**config.mk**
```make
export PLATFORM = sky130hd
export DESIGN_NAME = rtc_wakeup_core
export DESIGN_NICKNAME = d
export VERILOG_FILES = /design/src/inc/rtc_pkg.sv /design/src/hw/rtc_wakeup_core.sv
export SDC_FILE = /design/constraint.sdc
export NUM_CORES = 1
export LEC_CHECK = 0
export ABC_AREA = 1
export BUFFER_PORTS_ARGS = -buffer_cell sky130_fd_sc_hd__buf_2
export CAP_MARGIN = 10
export CORE_MARGIN = 2
export CORE_UTILIZATION = 50
export CTS_CLUSTER_DIAMETER = 100
export DETAILED_ROUTE_END_ITERATION = 16
export HOLD_SLACK_MARGIN = 0.12
export PLACE_DENSITY = 0.7
export SLEW_MARGIN = 25
export SYNTH_ARGS = -nofsm -noshare
export SYNTH_HDL_FRONTEND = slang
export SYNTH_SLANG_ARGS = --single-unit
export TNS_END_PERCENT = 50
```
**constraint.sdc**
```tcl
create_clock -name clk_sys_i -period 2.15 [get_ports clk_sys_i]
set_input_delay 0.1075 -clock clk_sys_i [delete_from_list [all_inputs] [get_ports clk_sys_i]]
set_output_delay 0.1075 -clock clk_sys_i [all_outputs]
set_load 0.02 [all_outputs]
```
**src/inc/rtc_pkg.sv**
```systemverilog
/*
  rtc_pkg: register map, field positions, bcd limits, timebase and release timing
  shared by the calendar / wakeup timer core.
  assumes a 40 MHz system clock and a 32768 Hz timebase sampled by it.
*/
package rtc_pkg;
  // ********************************************************************
  // register offsets
  // ********************************************************************
  localparam logic [7:0] A_SEC = 8'h10;
  localparam logic [7:0] A_MIN = 8'h11;
  localparam logic [7:0] A_HOUR = 8'h12;
  localparam logic [7:0] A_WDAY = 8'h13;
  localparam logic [7:0] A_DAY = 8'h14;
  localparam logic [7:0] A_MON = 8'h15;
  localparam logic [7:0] A_YEAR = 8'h16;
  localparam logic [7:0] A_RSV_A = 8'h17;
  localparam logic [7:0] A_TPL = 8'h1b;
  localparam logic [7:0] A_TPH = 8'h1c;
  localparam logic [7:0] A_EXT = 8'h1d;
  localparam logic [7:0] A_FLG = 8'h1e;
  localparam logic [7:0] A_CTL = 8'h1f;
  localparam logic [7:0] A_RSV_B = 8'h31;
  localparam logic [7:0] A_IRQ = 8'h32;
  // ********************************************************************
  // field positions and writable masks
  // ********************************************************************
  localparam int EXT_TE = 4;
  localparam int EXT_TSEL_MSB = 2;
  localparam int FLG_TF = 4;
  localparam int CTL_STOP = 6;
  localparam int CTL_TIE = 4;
  localparam int CTL_WAKE_COUNT_PAUSE = 2;
  localparam int IRQ_WAKE_IRQ_ROUTE_SEL = 2;
  localparam int IRQ_FO_MSB = 1;
  localparam logic [7:0] M_SEC = 8'h7f;
  localparam logic [7:0] M_HOUR = 8'h3f;
  localparam logic [7:0] M_MON = 8'h1f;
  localparam logic [7:0] M_RSV_B = 8'h1f;
  localparam logic [7:0] M_IRQ = 8'h77;
  localparam logic [1:0] FO_PIN_A = 2'h0;
  localparam logic [1:0] FO_PIN_B = 2'h1;
  // ********************************************************************
  // sources, divider, bcd limits
  // ********************************************************************
  localparam logic [2:0] TSEL_4096 = 3'h0;
  localparam logic [2:0] TSEL_64 = 3'h1;
  localparam logic [2:0] TSEL_1HZ = 3'h2;
  localparam logic [2:0] TSEL_MIN = 3'h3;
  localparam logic [2:0] TSEL_HOUR = 3'h4;
  localparam int DIV_W = 15;
  localparam logic [14:0] DIV_KEEP = 15'h001f;
  localparam logic [14:0] DIV_4096 = 15'h0007;
  localparam logic [14:0] DIV_64 = 15'h01ff;
  localparam logic [14:0] DIV_1HZ = 15'h7fff;
  localparam logic [3:0] BCD_NINE = 4'h9;
  localparam logic [7:0] BCD_01 = 8'h01;
  localparam logic [7:0] BCD_59 = 8'h59;
  localparam logic [7:0] BCD_23 = 8'h23;
  localparam logic [7:0] BCD_12 = 8'h12;
  localparam logic [7:0] BCD_99 = 8'h99;
  localparam logic [7:0] MON_FEB = 8'h02;
  localparam logic [7:0] MON_APR = 8'h04;
  localparam logic [7:0] MON_JUN = 8'h06;
  localparam logic [7:0] MON_SEP = 8'h09;
  localparam logic [7:0] MON_NOV = 8'h11;
  localparam logic [7:0] DAYS_28 = 8'h28;
  localparam logic [7:0] DAYS_29 = 8'h29;
  localparam logic [7:0] DAYS_30 = 8'h30;
  localparam logic [7:0] DAYS_31 = 8'h31;
  // ********************************************************************
  // timing
  // ********************************************************************
  localparam int CLK_PERIOD_NS = 25;
  localparam int RTN_SHORT_NS = 122000;
  localparam int RTN_LONG_NS = 7813000;
  localparam int RTN_W = 19;
  localparam int PEND_W = 3;
  // ********************************************************************
  // types
  // ********************************************************************
  typedef struct packed {
    logic [7:0] sec;
    logic [7:0] min;
    logic [7:0] hour;
    logic [7:0] wday;
    logic [7:0] day;
    logic [7:0] mon;
    logic [7:0] year;
  } rtc_time_t;
  localparam rtc_time_t TIME_RST = 56'h00_00_00_01_01_01_00;
  typedef enum logic {RTC_PIN_IDLE, RTC_PIN_LOW} rtc_pin_st_t;
endpackage : rtc_pkg

```
**src/hw/rtc_wakeup_core.sv**
```systemverilog
/*
  rtc_wakeup_core: bcd clock/calendar with access freeze, wakeup down-counter and
  interrupt pin routing, behind a simple strobe register port.
  assumes the serial engine (same clock) raises host_access_i for a whole transfer,
  and that timebase_i and freq_output_signal_i are asynchronous.
*/
// The strobed register port is this design's own decision.
// Summary of operation
// - frequency output goes to pin a (00) or pin b (01) per the two route bits; 10 and 11 drive neither
// - wakeup interrupt goes to pin a or b per the timer route bit
// - write-prohibited bits ignore writes and read back zero
// - time frozen during host access; deferred seconds applied afterwards
// - seconds and minutes are bcd modulo-60 with carry at 59 to 00
// - writing seconds clears the 512 Hz to 1 Hz divider stages
// - hours are bcd modulo-24, advanced by the minute carry
// - weekday is one-hot, rotates 01h to 40h on hour carry, no carry out
// - day length 28 to 31 by month and leap year
// - month is bcd modulo-12, advanced by the day carry
// - year is bcd 00 to 99; leap year derived from it
// - periodic wakeup event; pin released automatically after each one
// - 16-bit preset, low byte at 1b, high byte at 1c, counts 1 to 65535
// - timer registers read preset when disabled, live count when enabled
// - source select picks 4096 Hz, 64 Hz, 1 Hz, per minute or per hour
// - pin low 122 us with 4096 Hz source, 7.813 ms otherwise
// - first countdown period may be short by up to one source period
// - enable rising starts from preset; clearing enable keeps pin low
// - event sets timer flag until host writes zero; writing one does nothing
// - pin driven only with interrupt enable; clearing it releases the pin
// - timer pause holds the count; resume continues from held value
`timescale 1ns/10ps
module rtc_wakeup_core
  import rtc_pkg::*;
#(
  parameter int RTN_SHORT_CYC = (RTN_SHORT_NS + CLK_PERIOD_NS - 1) / CLK_PERIOD_NS,
  parameter int RTN_LONG_CYC = (RTN_LONG_NS + CLK_PERIOD_NS - 1) / CLK_PERIOD_NS
) (
  input logic clk_sys_i,
  input logic rst_i,
  input logic [7:0] reg_addr_i,
  input logic [7:0] reg_wdata_i,
  input logic reg_wr_i,
  input logic reg_rd_i,
  output logic [7:0] reg_rdata_o,
  input logic timebase_i,
  input logic host_access_i,
  input logic freq_output_signal_i,
  output logic interrupt_pin_a_o,
  output logic interrupt_pin_a_oe_o,
  output logic interrupt_pin_b_o,
  output logic interrupt_pin_b_oe_o
);
  // ********************************************************************
  // helpers
  // ********************************************************************
  function automatic logic [7:0] bcd_inc(input logic [7:0] v);
    bcd_inc = (v[3:0] == BCD_NINE) ? {v[7:4] + 4'h1, 4'h0} : v + 8'h01;
  endfunction : bcd_inc

  // ********************************************************************
  // input synchronisers
  // ********************************************************************
  logic tb_s1, tb_s2, tb_s3, fo_s1, fo_s2;
  always_ff @(posedge clk_sys_i) begin
    if (rst_i) begin
      {tb_s1, tb_s2, tb_s3, fo_s1, fo_s2} <= 5'h00;
    end else begin
      {tb_s1, tb_s2, tb_s3} <= {timebase_i, tb_s1, tb_s2};
      {fo_s1, fo_s2} <= {freq_output_signal_i, fo_s1};
    end
  end
  wire logic tick = tb_s2 && !tb_s3;

  // ********************************************************************
  // register decode
  // ********************************************************************
  wire logic w_sec = reg_wr_i && (reg_addr_i == A_SEC);
  wire logic w_min = reg_wr_i && (reg_addr_i == A_MIN);
  wire logic w_hour = reg_wr_i && (reg_addr_i == A_HOUR);
  wire logic w_wday = reg_wr_i && (reg_addr_i == A_WDAY);
  wire logic w_day = reg_wr_i && (reg_addr_i == A_DAY);
  wire logic w_mon = reg_wr_i && (reg_addr_i == A_MON);
  wire logic w_year = reg_wr_i && (reg_addr_i == A_YEAR);
  wire logic w_flg = reg_wr_i && (reg_addr_i == A_FLG);

  logic [7:0] rsv_a, rsv_b, ext_reg, ctl_reg, irq_reg;
  logic [15:0] preset;
  always_ff @(posedge clk_sys_i) begin
    if (rst_i) begin
      {rsv_a, rsv_b, ext_reg, ctl_reg, irq_reg} <= '0;
      preset <= '0;
    end else if (reg_wr_i) begin
      if (reg_addr_i == A_RSV_A) rsv_a <= reg_wdata_i;
      if (reg_addr_i == A_RSV_B) rsv_b <= reg_wdata_i & M_RSV_B;
      if (reg_addr_i == A_IRQ) irq_reg <= reg_wdata_i & M_IRQ;
      if (reg_addr_i == A_EXT) ext_reg <= reg_wdata_i;
      if (reg_addr_i == A_CTL) ctl_reg <= reg_wdata_i;
      if (reg_addr_i == A_TPL) preset[7:0] <= reg_wdata_i;
      if (reg_addr_i == A_TPH) preset[15:8] <= reg_wdata_i;
    end
  end
  wire logic te = ext_reg[EXT_TE];
  wire logic [2:0] tsel = ext_reg[EXT_TSEL_MSB:0];
  wire logic stop = ctl_reg[CTL_STOP];
  wire logic wake_irq_enable = ctl_reg[CTL_TIE];
  wire logic wake_count_pause = ctl_reg[CTL_WAKE_COUNT_PAUSE];
  wire logic wake_irq_route_sel = irq_reg[IRQ_WAKE_IRQ_ROUTE_SEL];
  wire logic [1:0] fo_sel = irq_reg[IRQ_FO_MSB:0];

  // ********************************************************************
  // sub-second divider
  // ********************************************************************
  logic [DIV_W-1:0] div;
  wire logic [DIV_W-1:0] div_inc = tick ? div + 15'h0001 : div;
  wire logic [DIV_W-1:0] next_div = w_sec ? (div_inc & DIV_KEEP) : div_inc;
  always_ff @(posedge clk_sys_i) begin
    if (rst_i) div <= '0;
    else div <= next_div;
  end
  // stop freezes every source except 4096 Hz, which keeps the pin timing alive
  wire logic tick4096 = tick && ((div & DIV_4096) == DIV_4096);
  wire logic tick64 = tick && !stop && ((div & DIV_64) == DIV_64);
  wire logic sec_tick = tick && !stop && (div == DIV_1HZ);

  // ********************************************************************
  // access freeze: seconds seen during a transfer wait in a small backlog
  // ********************************************************************
  logic [PEND_W-1:0] pend;
  wire logic step = (pend != '0) && !host_access_i;
  always_ff @(posedge clk_sys_i) begin
    if (rst_i) pend <= '0;
    else if (sec_tick && !step && !(&pend)) pend <= pend + 3'h1;
    else if (step && !sec_tick) pend <= pend - 3'h1;
  end

  // ********************************************************************
  // clock and calendar counters
  // ********************************************************************
  rtc_time_t tm, next_tm;
  logic [7:0] dlast;
  wire logic [3:0] ly = tm.year[3:0] + {2'h0, tm.year[4], 1'b0};
  wire logic leap = (ly[1:0] == 2'h0);
  always_comb begin
    case (tm.mon)
      MON_FEB: dlast = leap ? DAYS_29 : DAYS_28;
      MON_APR, MON_JUN, MON_SEP, MON_NOV: dlast = DAYS_30;
      default: dlast = DAYS_31;
    endcase
  end
  wire logic c_sec = step && (tm.sec == BCD_59);
  wire logic c_min = c_sec && (tm.min == BCD_59);
  wire logic c_hr = c_min && (tm.hour == BCD_23);
  wire logic c_day = c_hr && (tm.day == dlast);
  wire logic c_mon = c_day && (tm.mon == BCD_12);

  always_comb begin
    next_tm = tm;
    if (step) next_tm.sec = c_sec ? '0 : bcd_inc(tm.sec);
    if (c_sec) next_tm.min = c_min ? '0 : bcd_inc(tm.min);
    if (c_min) next_tm.hour = c_hr ? '0 : bcd_inc(tm.hour);
    if (c_hr) next_tm.wday = {1'b0, tm.wday[5:0], tm.wday[6]};
    if (c_hr) next_tm.day = c_day ? BCD_01 : bcd_inc(tm.day);
    if (c_day) next_tm.mon = c_mon ? BCD_01 : bcd_inc(tm.mon);
    if (c_mon) next_tm.year = (tm.year == BCD_99) ? '0 : bcd_inc(tm.year);
    if (w_sec) next_tm.sec = reg_wdata_i & M_SEC;
    if (w_min) next_tm.min = reg_wdata_i & M_SEC;
    if (w_hour) next_tm.hour = reg_wdata_i & M_HOUR;
    if (w_wday) next_tm.wday = reg_wdata_i & M_SEC;
    if (w_day) next_tm.day = reg_wdata_i & M_HOUR;
    if (w_mon) next_tm.mon = reg_wdata_i & M_MON;
    if (w_year) next_tm.year = reg_wdata_i;
  end
  always_ff @(posedge clk_sys_i) begin
    if (rst_i) tm <= TIME_RST;
    else tm <= next_tm;
  end

  // ********************************************************************
  // wakeup down-counter
  // ********************************************************************
  logic src_tick;
  always_comb begin
    case (tsel)
      TSEL_4096: src_tick = tick4096;
      TSEL_64: src_tick = tick64;
      TSEL_1HZ: src_tick = sec_tick;
      TSEL_MIN: src_tick = c_sec;
      TSEL_HOUR: src_tick = c_min;
      default: src_tick = 1'b0;
    endcase
  end
  logic te_d, tf;
  logic [15:0] cnt;
  // the divider is not restarted on enable, so the first period can run short
  wire logic te_rise = te && !te_d;
  wire logic run = te && te_d && !wake_count_pause && src_tick;
  wire logic wake_evt = run && (cnt <= 16'h0001);
  always_ff @(posedge clk_sys_i) begin
    if (rst_i) begin
      te_d <= 1'b0;
      cnt <= '0;
    end else begin
      te_d <= te;
      if (te_rise) cnt <= preset;
      else if (wake_evt) cnt <= preset;
      else if (run) cnt <= cnt - 16'h0001;
    end
  end
  always_ff @(posedge clk_sys_i) begin
    if (rst_i) tf <= 1'b0;
    else if (wake_evt) tf <= 1'b1;
    else if (w_flg && !reg_wdata_i[FLG_TF]) tf <= 1'b0;
  end

  // ********************************************************************
  // interrupt pin hold and automatic release
  // ********************************************************************
  rtc_pin_st_t pin_st;
  logic [RTN_W-1:0] rtn;
  wire logic [RTN_W-1:0] rtn_load =
    (tsel == TSEL_4096) ? RTN_W'(RTN_SHORT_CYC) : RTN_W'(RTN_LONG_CYC);
  always_ff @(posedge clk_sys_i) begin
    if (rst_i) begin
      pin_st <= RTC_PIN_IDLE;
      rtn <= '0;
    end else begin
      case (pin_st)
        RTC_PIN_IDLE: begin
          if (wake_evt && wake_irq_enable) begin
            pin_st <= RTC_PIN_LOW;
            rtn <= rtn_load;
          end
        end
        RTC_PIN_LOW: begin
          if (!wake_irq_enable) pin_st <= RTC_PIN_IDLE;
          else if (wake_evt) rtn <= rtn_load;
          else if (rtn <= RTN_W'(1)) pin_st <= RTC_PIN_IDLE;
          else rtn <= rtn - RTN_W'(1);
        end
        default: pin_st <= RTC_PIN_IDLE;
      endcase
    end
  end

  // ********************************************************************
  // pin routing: both pins open-drain, only ever pulled low
  // ********************************************************************
  wire logic wk_low = (pin_st == RTC_PIN_LOW);
  wire logic fo_low = !fo_s2;
  wire logic drv_a = (wk_low && wake_irq_route_sel) || (fo_low && fo_sel == FO_PIN_A);
  wire logic drv_b = (wk_low && !wake_irq_route_sel) || (fo_low && fo_sel == FO_PIN_B);
  always_ff @(posedge clk_sys_i) begin
    if (rst_i) begin
      {interrupt_pin_a_o, interrupt_pin_a_oe_o} <= 2'h0;
      {interrupt_pin_b_o, interrupt_pin_b_oe_o} <= 2'h0;
    end else begin
      interrupt_pin_a_oe_o <= drv_a;
      interrupt_pin_b_oe_o <= drv_b;
    end
  end

  // ********************************************************************
  // read path
  // ********************************************************************
  logic [7:0] rd_val;
  always_comb begin
    rd_val = 8'h00;
    case (reg_addr_i)
      A_SEC: rd_val = tm.sec;
      A_MIN: rd_val = tm.min;
      A_HOUR: rd_val = tm.hour;
      A_WDAY: rd_val = tm.wday;
      A_DAY: rd_val = tm.day;
      A_MON: rd_val = tm.mon;
      A_YEAR: rd_val = tm.year;
      A_RSV_A: rd_val = rsv_a;
      A_TPL: rd_val = te ? cnt[7:0] : preset[7:0];
      A_TPH: rd_val = te ? cnt[15:8] : preset[15:8];
      A_EXT: rd_val = ext_reg;
      A_FLG: rd_val[FLG_TF] = tf;
      A_CTL: rd_val = ctl_reg;
      A_RSV_B: rd_val = rsv_b;
      A_IRQ: rd_val = irq_reg;
      default: rd_val = 8'h00;
    endcase
  end
  always_ff @(posedge clk_sys_i) begin
    if (rst_i) reg_rdata_o <= 8'h00;
    else reg_rdata_o <= reg_rd_i ? rd_val : 8'h00;
  end
endmodule : rtc_wakeup_core

```
After elaboration in Yosys (flattened, before gate mapping)
Index checks and enable logic that the tools add are counted.
{"block": "word_totals", "elab_cells": 229, "output_inout_bits": 12, "regBits": 177}
{"block": "op_classes", "order_cmp": 2, "add_sub_neg": 18, "n_reduce_logical": 76, "eq_ne": 43, "n_bitwise": 2, "muxes": 53}
{"operator": "$mux 8", "n": 16}
{"operator": "$eq 8x5->1 const B", "n": 15}
{"operator": "$mux 19", "n": 5}
{"operator": "$pmux 4 s14", "n": 1}
{"operator": "$add 8x1->8 const B", "n": 6}
{"operator": "$mux 16", "n": 3}
{"operator": "$mux 7", "n": 6}
{"operator": "$pmux 3 s13", "n": 1}
{"operator": "$pmux 19 s2", "n": 1}
{"operator": "$logic_and 1x1->1", "n": 33}
{"operator": "$add 4x1->4 const B", "n": 6}
{"operator": "$eq 4x4->1 const B", "n": 6}
{"operator": "$eq 8x6->1 const B", "n": 3}
{"operator": "$mux 6", "n": 4}
{"operator": "$le 19x1->1 const B", "n": 1}
{"operator": "$sub 19x1->19 const B", "n": 1}
{"operator": "$reduce_bool 2->1", "n": 9}
{"operator": "$eq 8x3->1 const B", "n": 2}
{"operator": "$eq 8x7->1 const B", "n": 2}
{"operator": "$le 16x1->1 const B", "n": 1}
{"operator": "$sub 16x1->16 const B", "n": 1}
{"operator": "$add 15x1->15 const B", "n": 1}
{"operator": "$eq 15x15->1 const B", "n": 1}
{"operator": "$mux 15", "n": 1}
{"operator": "other kinds (31)", "n": 68}

Longest topological paths before layout
Gate-level depths: netlist of run 1.
{"block": "logic_depth", "ltp_word": 10, "ltp_mapped": 21}

Least setup slack after synthesis of run 1
OpenSTA, ideal clock, no wires.
{"block": "synth_timing", "path_type": "reg2reg", "startpoint": "register div[0]", "endpoint": "register pend[2]", "synth_period_minus_slack_ns": 2.129, "path_slack_ns": 0.021, "path_stages_with_launch": 12, "setup_ns": 0.122, "arrival_ns": 2.007, "path_cell_list": "dfxtp_1 -> ha_1 -> nand2_1 -> nor2_1 -> nand2_1 -> nor4_1 -> nand3_1 -> fa_1 -> nand4_1 -> o21ai_0 -> o21ai_0 -> a21oi_1"}
{"block": "synth_between", "elab_chain_cells": 5}
{"element": "start, declared", "line": "rtc_wakeup_core.sv:112", "source": "logic [DIV_W-1:0] div;"}
{"element": "start signal, assigned", "line": "rtc_wakeup_core.sv:117", "source": "else div <= next_div;"}
{"element": "$eq 15x15->1 *", "line": "rtc_wakeup_core.sv:122", "source": "wire logic sec_tick = tick && !stop && (div == DIV_1HZ);"}
{"element": "$logic_and 1x1->1 *", "line": "rtc_wakeup_core.sv:122"}
{"element": "$logic_and 1x1->1 or $logic_not 1->1 (tied branches)", "line": "rtc_wakeup_core.sv:131, rtc_wakeup_core.sv:132"}
{"element": "$logic_and 1x1->1 (on tied branches)", "line": "rtc_wakeup_core.sv:131, rtc_wakeup_core.sv:132"}
{"element": "$mux 3 or $reduce_bool 2->1 (tied branches)"}
{"element": "end signal, assigned", "line": "rtc_wakeup_core.sv:131", "source": "else if (sec_tick && !step && !(&pend)) pend <= pend + 3'h1;"}
{"element": "end signal, assigned", "line": "rtc_wakeup_core.sv:132", "source": "else if (step && !sec_tick) pend <= pend - 3'h1;"}
{"element": "end, declared", "line": "rtc_wakeup_core.sv:127", "source": "logic [PEND_W-1:0] pend;"}
Mark *: on every way between the ends. The rest lies on a longest branch, timed or not.
A chain may end at the register's enable or synchronous reset.

Final worst setup path of run 1
{"block": "layout_timing", "startpoint": "register div[0]", "endpoint": "register rtn[7]"}
{"block": "layout_between", "elab_chain_cells": 8}
{"element": "$eq 15x15->1, or another cell as far along", "line": "rtc_wakeup_core.sv:122"}
{"element": "$logic_and 1x1->1 (on tied branches)", "line": "rtc_wakeup_core.sv:122, rtc_wakeup_core.sv:120, rtc_wakeup_core.sv:121"}
{"element": "$pmux 1 s5 *", "line": "rtc_wakeup_core.sv:182", "source": "case (tsel)"}
{"element": "$logic_and 1x1->1 *", "line": "rtc_wakeup_core.sv:195", "source": "wire logic run = te && te_d && !wake_count_pause && src_tick;"}
{"element": "$logic_and 1x1->1 *", "line": "rtc_wakeup_core.sv:196", "source": "wire logic wake_evt = run && (cnt <= 16'h0001);"}
{"element": "$mux 19 or $logic_and 1x1->1 (tied branches)", "line": "rtc_wakeup_core.sv:235, rtc_wakeup_core.sv:228"}
{"element": "$mux 19 or $ne 2x2->1 (tied branches)"}
{"element": "$pmux 19 s2 or $reduce_and 3->1 (tied branches)"}
{"element": "end signal, assigned", "line": "rtc_wakeup_core.sv:230", "source": "rtn <= rtn_load;"}
{"element": "end signal, assigned", "line": "rtc_wakeup_core.sv:235", "source": "else if (wake_evt) rtn <= rtn_load;"}
{"element": "end signal, assigned", "line": "rtc_wakeup_core.sv:237", "source": "else rtn <= rtn - RTN_W'(1);"}
{"element": "end, declared", "line": "rtc_wakeup_core.sv:218", "source": "logic [RTN_W-1:0] rtn;"}
Mark *: on every way between the ends. The rest lies on a longest branch, timed or not. The select of a mux whose other input is x is not followed.

==> reports/metrics.cfg, run 1 <==
[status]
status = complete, but fails checks
failed_checks = setup timing

[logic_synthesis]
postSynthCellCount = 1545
synth_seq_cells = 177
post_synth_xor_area_fraction_pct = 4.238
synth_top_family_by_area = simple AND/OR/NAND/NOR gates
synth-main-ff-cell = dfxtp_1
yosysTopAreaCell = dfxtp_1
postSynthAreaPerCell_um2 = 6.688
synth_compound_area_share_pct = 18.73
synthMostInstantiatedCell = nand2_1
synthMuxAreaShare_pct = 0
ys_warn_count = 0
synth_enable_flop_cells = 0
mappedNetlistArea_um2 = 10330
ys_async_sr_fraction_pct = 0
top_cell_type_s_share_of_synthesized_area_pct = 34.29
synth_top_cells_by_count = nand2_1, inv_1, dfxtp_1
synth_top_cells_by_area = dfxtp_1, nand2_1, inv_1, o21ai_0, a21oi_1
synth_simple_gate_area_share_pct = 29.35
ys_seq_area_share_pct = 34.29
synth-adder-area-share_pct = 3.463
netlist-cell-type-count = 47

[power_and_ir_drop]
p_leak_nw = 5.312
power.share.combinational_pct = 4.4
clockPowerShare_pct = 47.1
power.internal_mw = 5.210
power_density_nw_per_um2 = 543.8
sequentialPowerShare_pct = 48.5
power_mw = 6.793
power.share.switching_pct = 23.30
net-switching-power_mw = 1.583
peakVddDrop_v = 0.0005655

[floorplanning]
chipWidth_um = 147.8
initial_core_util_pct = 51.07
std_cell_rows = 52
io_pins = 35
core_um2 = 20230
fp.dieH_um = 147.8
floorplan.die_area_um2 = 21830

[placement]
placed_cells = 1894
detailedPlacementHpwl_um = 22320
place.gp.congestion = 0.9426
port_buffers = 32
placed_cell_area_um2 = 11340

[finish]
footprint_of_the_multi_input_gates_um2 = 6095
areaGrowthSynthToFinish_pct = 20.89
final_cell_count_no_fill = 1941
layout.core_utilization_pct = 61.74
area.sequential_um2 = 3547
max_flop_register = tm
post-route-cell-area_um2 = 12490
largest_register_ff_count = 55
fill_cells = 1891
layout.nets = 1709
antenna_cells_inserted = 0
final_layout_size_suffix_gt1_share_pct = 14.90
registers_with_the_highest_flip_flop_counts = tm x55, rtn x19

[route]
initialDrtViolationCount = 932
via_count = 10750
drt_drc_violations_left = 0
number_of_detailed_routing_iterations_run_before_antenna_repair = 6
avgViaCountPerCell = 5.537
drt-total-wl_um = 31120
ant_nets = 0
drt-wirelength-per-cell_um = 16.03

[grt]
first_global_vias = 9769
grt_first_pass_wirelength_um = 49950
grt_max_degree = 40
grt_antenna_before_repair = 0
grt.overflow.total = 0
grt_util_all_layers_pct = 28.31

[worst_setup_path]
worstSetupEndpointType = register
crit_path_max_fanout = 4
path_class = reg2reg
cp_data_required_time_ns = 2.51
critical_path.startpoint_type = register
crit_arrival_ns = 2.63

[sta]
rsz0062_at_grt = true
final_period_minus_worst_setup_slack_ns = 2.266
tightestPinTransition_ns = 0.6672
final.period_utilization_pct = 105.4
max_freq_mhz = 441.2
final.setup.tns_ns = -2.388
final_worst_setup_slack_ns = -0.1163
final_max_slew_viol_count = 0
worst_slew_margin_rel_pct = 55.36
finalHoldViolations = 0
finalSetupViolCount = 34
fin_worst_skew_ns = 0.01063

[worst_hold_path]
worst_hold_path_type = in2reg

[clock_network]
cts_buffer_depth = 2
worst_setup_hold_path_clk_slew_ns = 0.07
cts_buf_count = 17
cts_root_buffer = clkbuf_16
tritoncts = done
clock_sinks = 177
insertion_delay_ns = 0.44
htree_num_levels = 4

[run]
max_cap_viol_count = 0

## worst max-delay path: stages, from the launching register on
cell	delay [ns]
dfxtp_2	0.35
ha_4	0.14
nand2_2	0.06
nor2_4	0.09
nand2_2	0.09
inv_2	0.07
ha_4	0.12
inv_2	0.03
nor2_2	0.09
nand2_1	0.05
nor2_1	0.08
nor2_1	0.04
nand2_1	0.07
inv_2	0.05
nand3_4	0.09
buf_6	0.14
nand4_4	0.12
buf_6	0.18
a21oi_4	0.13
nand2_1	0.07
a21oi_1	0.12
## area by class of cell
class                           instances  area share (%)
Tap cell                              270           2.704
Clock inverter                         12           1.242
Timing Repair Buffer                  140           8.824
Inverter                              214           6.550
Sequential cell                       177           28.40
Multi-Input combinational cell       1108           48.79
Clock buffer                           20           3.496
## path summary, 6_finish.rpt
path | startpoint | endpoint | slack (ns) | depth (start not counted)
hold / removal | reg_wdata_i[1] | preset[1] | 0.14 | 3
setup reg to reg | div[0] | rtn[7] | -0.12 | 20
hold reg to reg | fo_s1 | fo_s2 | 0.40 | 2
setup / recovery | div[0] | rtn[7] | -0.12 | 20
## per-layer routing
layer	wire length, um	global-route usage, %	up-vias
li1	-	-	5355
met1	14060	38.63	4960
met2	14470	46.65	379
met3	1854	3.920	53
met5	0	0	-
met4	727	8.654	0
## cell families (layout without fill, tap and decap cells)
logic type | Yosys count | count (layout)
AND/OR/NAND/NOR | 681 | 681
other | 1 | 2
adder cells (fa/ha/maj) | 28 | 28
buffers and inverters | 261 | 386
XOR/XNOR | 50 | 50
flip-flops | 177 | 177
AO/OA/AOI/OAI | 347 | 347
## power by group through the flow
stage | logic [mW] | registers [mW] | clock network (mW)
2_1_floorplan | 0.150 | 3.37 | 0
3_3_place_gp | 0.267 | 3.37 | 0
3_5_place_dp | 0.269 | 3.37 | 0
4_1_cts | 0.283 | 3.30 | 3.22
5_1_grt | 0.318 | 3.30 | 3.37
6_report | 0.297 | 3.30 | 3.20
## metrics by stage
stage | worst slack (ns) | hold WS [ns]
2_1_floorplan | 0.02135 | 0.2145
3_3_place_gp | -0.1468 | 0.3132
3_5_place_dp | -0.2175 | 0.3154
4_1_cts | -0.1086 | 0.1385
5_1_grt | -0.2531 | 0.1337
6_report | -0.1163 | 0.1442
## cell usage in the layout, fill, tap and decap left out, types with 12 or more instances in the layout
master,count
o21ai_2,12
o21ai_0,106
ha_1,24
nand3b_1,12
nand3_1,99
o22ai_1,33
buf_2,32
a31oi_1,25
nor2_1,155
nand4_1,26
nand2_1,305
clkbuf_16,19
nor3_1,31
inv_1,203
a21oi_1,109
buf_4,87
dfxtp_1,174
xor2_1,40
## timing repair
| item | in CTS | in global routing |
|---|---|---|
| pin swaps | 4 | 15 |
| buffers inserted | 1 | 4 |
| endpoints found under the hold margin | 25 | 0 |
| setup endpoints to repair | 49 | 61 |
| resized for setup | 40 | 78 |
| cloned | 1 | 2 |
| hold buffers | 8 | 0 |
Power figures use the tool's default switching activity.
==> inputs of run 2 (changes only) <==
--- a/config.mk
+++ b/config.mk
@@ -15,4 +15,5 @@
 export HOLD_SLACK_MARGIN = 0.12
 export PLACE_DENSITY = 0.7
+export RECOVER_POWER = 25
 export SLEW_MARGIN = 25
 export SYNTH_ARGS = -nofsm -noshare
==> constraint.sdc (replaced) <==
create_clock -name clk_sys_i -period 2.15 [get_ports clk_sys_i]
set_input_delay 0.43 -clock clk_sys_i [delete_from_list [all_inputs] [get_ports clk_sys_i]]
set_output_delay 0.43 -clock clk_sys_i [all_outputs]
set_load 0.02 [all_outputs]
==> reports/metrics.cfg, run 2 (synthesis gave the netlist of run 1 again) <==
[status]
status = complete, but fails checks
failed_checks = setup timing

[finish]
final_layout_size_suffix_gt1_share_pct = 15.27
areaGrowthSynthToFinish_pct = 20.04
layout.core_utilization_pct = 61.30
layout.nets = 1715
antenna_cells_inserted = 0
largest_register_ff_count = 55
leading_cell_types_in_the_layout_fill_and_taps_excluded = nand2_1, inv_1, dfxtp_1
post-route-cell-area_um2 = 12400
max_flop_register = tm
layout.cells.most_common = nand2_1
registers_with_the_highest_flip_flop_counts = tm x55, rtn x19

[floorplanning]
floorplan.die_area_um2 = 21830
core_um2 = 20230
std_cell_rows = 52
initial_core_util_pct = 51.07
fp.dieH_um = 147.8
chipWidth_um = 147.8
io_pins = 35

[power_and_ir_drop]
power_density_nw_per_um2 = 528.6
p_leak_nw = 5.302
power_mw = 6.557
peakVddDrop_v = 0.0004861

[sta]
final_period_minus_worst_setup_slack_ns = 2.233
fin_worst_skew_ns = 0.01078
tightestPinTransition_ns = 0.5348
finalSetupViolCount = 19
final_worst_setup_slack_ns = -0.08251
max_freq_mhz = 447.9
final.period_utilization_pct = 103.8
worst_slew_margin_rel_pct = 64.22
rsz0062_at_grt = true
final_max_slew_viol_count = 0
finalHoldViolations = 0

[grt]
grt_util_all_layers_pct = 28.00
first_global_vias = 9876
grt.overflow.total = 0
grt_max_degree = 72
grt_first_pass_wirelength_um = 49440
grt_antenna_before_repair = 0

[route]
drt_drc_violations_left = 0
drt-wirelength-per-cell_um = 15.76
number_of_detailed_routing_iterations_run_before_antenna_repair = 7
via_count = 10780
ant_nets = 0
avgViaCountPerCell = 5.538
drt-total-wl_um = 30690
initialDrtViolationCount = 824

[placement]
port_buffers = 32
place.gp.congestion = 0.9320
post-place-ws_ns = -0.1829
detailedPlacementHpwl_um = 22050
placed_cell_area_um2 = 11410

[clock_network]
cts_buf_count = 17
clock_sinks = 177
insertion_delay_ns = 0.44
worst_setup_hold_path_clk_slew_ns = 0.07
cts_buffer_depth = 2
cts_root_buffer = clkbuf_16
cts_hold_buffers_added = 0
tritoncts = done
htree_num_levels = 4

[worst_setup_path]
critical_path.startpoint_type = register
timing.critical_path.slowest_cell_delay_ns = 0.36
path_class = reg2reg
worstSetupEndpointType = register
crit_path_max_fanout = 5
cpMaxStageDelayCell = dfxtp_4
crit_chain = ha_4 -> nand2_4 -> nor2_4 -> nand2_2 -> inv_2 -> ha_4 -> inv_2 -> nor2_1 -> nand2_1 -> nor2_1 -> nor2_1 -> nand2_1 -> inv_2 -> nand3_4 -> buf_6 -> nand4_4 -> nand2_4 -> buf_4 -> nand3_1 -> nand3_1 -> nor2_1
cpMostUsedCell = nor2_1
cp_data_required_time_ns = 2.48
crit_arrival_ns = 2.56

[run]
max_cap_viol_count = 0

[worst_hold_path]
worst_hold_path_type = in2reg

[run 2: cell count changes in the layout (fill, tap and decap cells not counted), moves of 2 or more]
cell | previous run | this run
inv_1 | 203 | 201
o21ai_0 | 106 | 120
o21ai_4 | 2 | 0
nand2_2 | 10 | 12
nor2_2 | 5 | 3
inv_2 | 5 | 7
dlygate4sd3_1 | 8 | 0
bufinv_16 | 3 | 1
clkinv_2 | 3 | 6
nand2_1 | 305 | 303
buf_4 | 87 | 101
o21ai_2 | 12 | 1
[run 2: final timing paths]
check / startpoint / end / slack (ns) / depth (start not counted)
setup / recovery: div[0] / rtn[13] / -0.08 / 21
setup reg to reg: div[0] / rtn[13] / -0.08 / 21
hold reg to reg: fo_s1 / fo_s2 / 0.41 / 2
hold / removal: freq_output_signal_i / fo_s1 / 0.20 / 3
[run 2: worst max-delay path: cells and delay by family (launching register included)]
family	cells	cell delay, ns
fa+ha+maj	2	0.26
simple gates	14	1.10
buf+inv	5	0.40
flops	1	0.36
[run 2: report_power, final]
| group | internal (mW) | leakage [nW] | switching, mW |
|---|---|---|---|
| combinational | 0.0772 | 3.61 | 0.210 |
| clock | 1.59 | 0.267 | 1.38 |
| sequential | 3.29 | 1.43 | 0.00832 |
| total | 4.96 | 5.30 | 1.60 |
[run 2: timing repair]
action,in CTS,in global routing
endpoints found under the hold margin,0,0
setup endpoints to repair,50,59
pin swaps,13,18
cloned,0,1
gates resized for setup,42,51
setup buffers,3,10
[run 2: metal layers]
layer | up-vias | GRT usage (%) | wire length [um]
li1 | 5375 | - | -
met3 | 70 | 3.025 | 1715
met1 | 4959 | 38.33 | 13960
met2 | 378 | 45.33 | 13930
met5 | - | 0 | 0
met4 | 0 | 11.35 | 1081
[run 2: layout make-up]
class | count | area (um2)
fill | 1906 | 7830
clock buffer | 19 | 432.9
inverter | 214 | 818.3
clock inverter | 13 | 110.1
timing repair buffer | 146 | 1122
tap | 270 | 337.8
multi-input combinational | 1108 | 6032
sequential | 177 | 3551
[run 2: stage by stage]
step	std cells	hold WS [ns]	setup TNS, ns
2_1_floorplan	1546	0.3883	0
3_3_place_gp	1902	0.3946	-2.705
3_5_place_dp	1902	0.3996	-4.983
4_1_cts	1936	0.1905	-1.097
5_1_grt	1947	0.2110	-6.467
6_report	1947	0.1977	-0.8375
==> inputs of run 3 (changes only) <==
SETUP_SLACK_MARGIN = 0.2   (was not set)
==> reports/metrics.cfg, run 3 (synthesis gave the netlist of run 1 again) <==
[floorplanning]
core_um2 = 20230
floorplan.die_area_um2 = 21830
fp.dieH_um = 147.8
io_pins = 35
initial_core_util_pct = 51.07
chipWidth_um = 147.8
std_cell_rows = 52

[worst_setup_path]
crit_chain = ha_4 -> nand2_4 -> nor2_4 -> nand2_2 -> inv_2 -> ha_4 -> inv_2 -> nor2_1 -> nand2_1 -> nor2_1 -> nor2_1 -> nand2_1 -> inv_2 -> nand3_4 -> nand4_4 -> nand2_8 -> buf_6 -> nand3_2 -> a21oi_2
worst_path_dominant_cell_family = simple AND/OR/NAND/NOR gates
crit_path_max_fanout = 8
crit_arrival_ns = 2.67
cpMaxStageDelayCell = dfxtp_2
timing.critical_path.slowest_cell_delay_ns = 0.36
path_depth = 19
cp_data_required_time_ns = 2.53
worstSetupEndpointType = register
critical_path.startpoint_type = register
cp.buffers_inverters = 4
path_class = reg2reg
reg2regPathDepth = 19

[status]
status = complete, but fails checks
failed_checks = setup timing

[clock_network]
clock_sinks = 177
insertion_delay_ns = 0.45
cts_hold_buffers_added = 0
cts_buffer_depth = 2
worst_setup_hold_path_clk_slew_ns = 0.07
tritoncts = done
htree_num_levels = 4
cts_buf_count = 17
cts_root_buffer = clkbuf_16

[sta]
finalSetupViolCount = 35
max_freq_mhz = 437.4
final_max_slew_viol_count = 0
final_period_minus_worst_setup_slack_ns = 2.286
finalHoldViolations = 0
final_worst_setup_slack_ns = -0.1361
final.setup.tns_ns = -3.458
final.period_utilization_pct = 106.3
fin_worst_skew_ns = 0.01753
rsz0062_at_grt = true
finalHoldWorstSlack_ns = 0.1866
tightestPinTransition_ns = 1.032
worst_slew_margin_rel_pct = 31.18

[placement]
place.gp.congestion = 0.9663
placed_cell_area_um2 = 11490
placed_cells = 1906
port_buffers = 32
detailedPlacementHpwl_um = 22450

[finish]
final_layout_size_suffix_gt1_share_pct = 20.64
post-route-cell-area_um2 = 13120
layout.cells.most_common = nand2_1
areaGrowthSynthToFinish_pct = 27.00
antenna_cells_inserted = 0
leading_cell_types_in_the_layout_fill_and_taps_excluded = nand2_1, inv_1, dfxtp_1
max_flop_register = tm
largest_register_ff_count = 55
registers_with_the_highest_flip_flop_counts = tm x55, rtn x19
fill_cells = 1796
layout.nets = 1724
final_cell_count_no_fill = 1956

[grt]
grt.overflow.total = 0
grt_antenna_before_repair = 1
grt_first_pass_wirelength_um = 51090
first_global_vias = 10250
grt_max_degree = 33
grt_util_all_layers_pct = 29.13

[power_and_ir_drop]
net-switching-power_mw = 1.658
power_mw = 7.107
peakVddDrop_v = 0.0005177
power.share.switching_pct = 23.32
power.share.combinational_pct = 4.1
power.internal_mw = 5.449
power_density_nw_per_um2 = 541.5
clockPowerShare_pct = 49.5
sequentialPowerShare_pct = 46.4
p_leak_nw = 5.515

[run]
max_cap_viol_count = 0

[route]
drt_drc_violations_left = 0
via_count = 11050
initialDrtViolationCount = 906
number_of_detailed_routing_iterations_run_before_antenna_repair = 6
avgViaCountPerCell = 5.651
drt-wirelength-per-cell_um = 16.53
drt-total-wl_um = 32340
ant_nets = 0

[worst_hold_path]
worst_hold_path_type = in2reg
worstHoldPathCells = 3

[run 3: final cells by class]
class	count	area, um2	share of cell area [%]
multi-input cells	1110	6590	50.21
flip-flops and latches	177	3552	27.07
repair buffers	152	1159	8.828
inverters	214	820.8	6.254
clock buffers	18	429.2	3.270
well taps	270	337.8	2.574
clock inverters	14	226.5	1.726
repair inverters	1	8.758	0.06674
[run 3: tightest hold or removal path, delay by kind of cell]
family,cells,cell delay (ns)
buffers and inverters,2,0.10
AND/OR/NAND/NOR,1,0.06
[run 3: per-layer routing]
layer / part of all wire [%] / track usage [%] / vias up
li1: - / - / 5396
met1: 43 / 37.99 / 5080
met2: 46 / 46.91 / 470
met3: 7.2 / 5.185 / 106
met4: 3.9 / 13.85 / 2
met5: 0.040 / 0 / -
[run 3: power by group through the flow]
stage	Sequential, mW	Clock [mW]	Combinational [mW]
after floorplan	3.37	0	0.152
after global placement	3.37	0	0.271
after detailed placement	3.37	0	0.273
after CTS	3.30	3.53	0.278
after global routing	3.30	3.68	0.315
final	3.30	3.52	0.294
[run 3: timing repair]
item	in CTS	in global routing
pin swaps	40	66
setup buffers	6	7
gates cloned	4	1
endpoints found under the setup margin	71	82
resized for setup	77	146
[run 3: worst paths after layout]
| path | endpoint | slack (ns) | start |
|---|---|---|---|
| setup / recovery | rtn[6] | -0.14 | div[1] |
| hold / removal | tb_s1 | 0.19 | timebase_i |
| setup reg to reg | rtn[6] | -0.14 | div[1] |
| hold reg to reg | fo_s2 | 0.42 | fo_s1 |
[run 3: per-stage QoR]
stage / setup slack, ns / utilization [%]
floorplan: 0.09907 / -
global placement: -0.08035 / 56.78
detailed placement: -0.1378 / 56.78
CTS: -0.05516 / 61.78
global route: -0.3236 / 64.86
finish: -0.1361 / 64.86
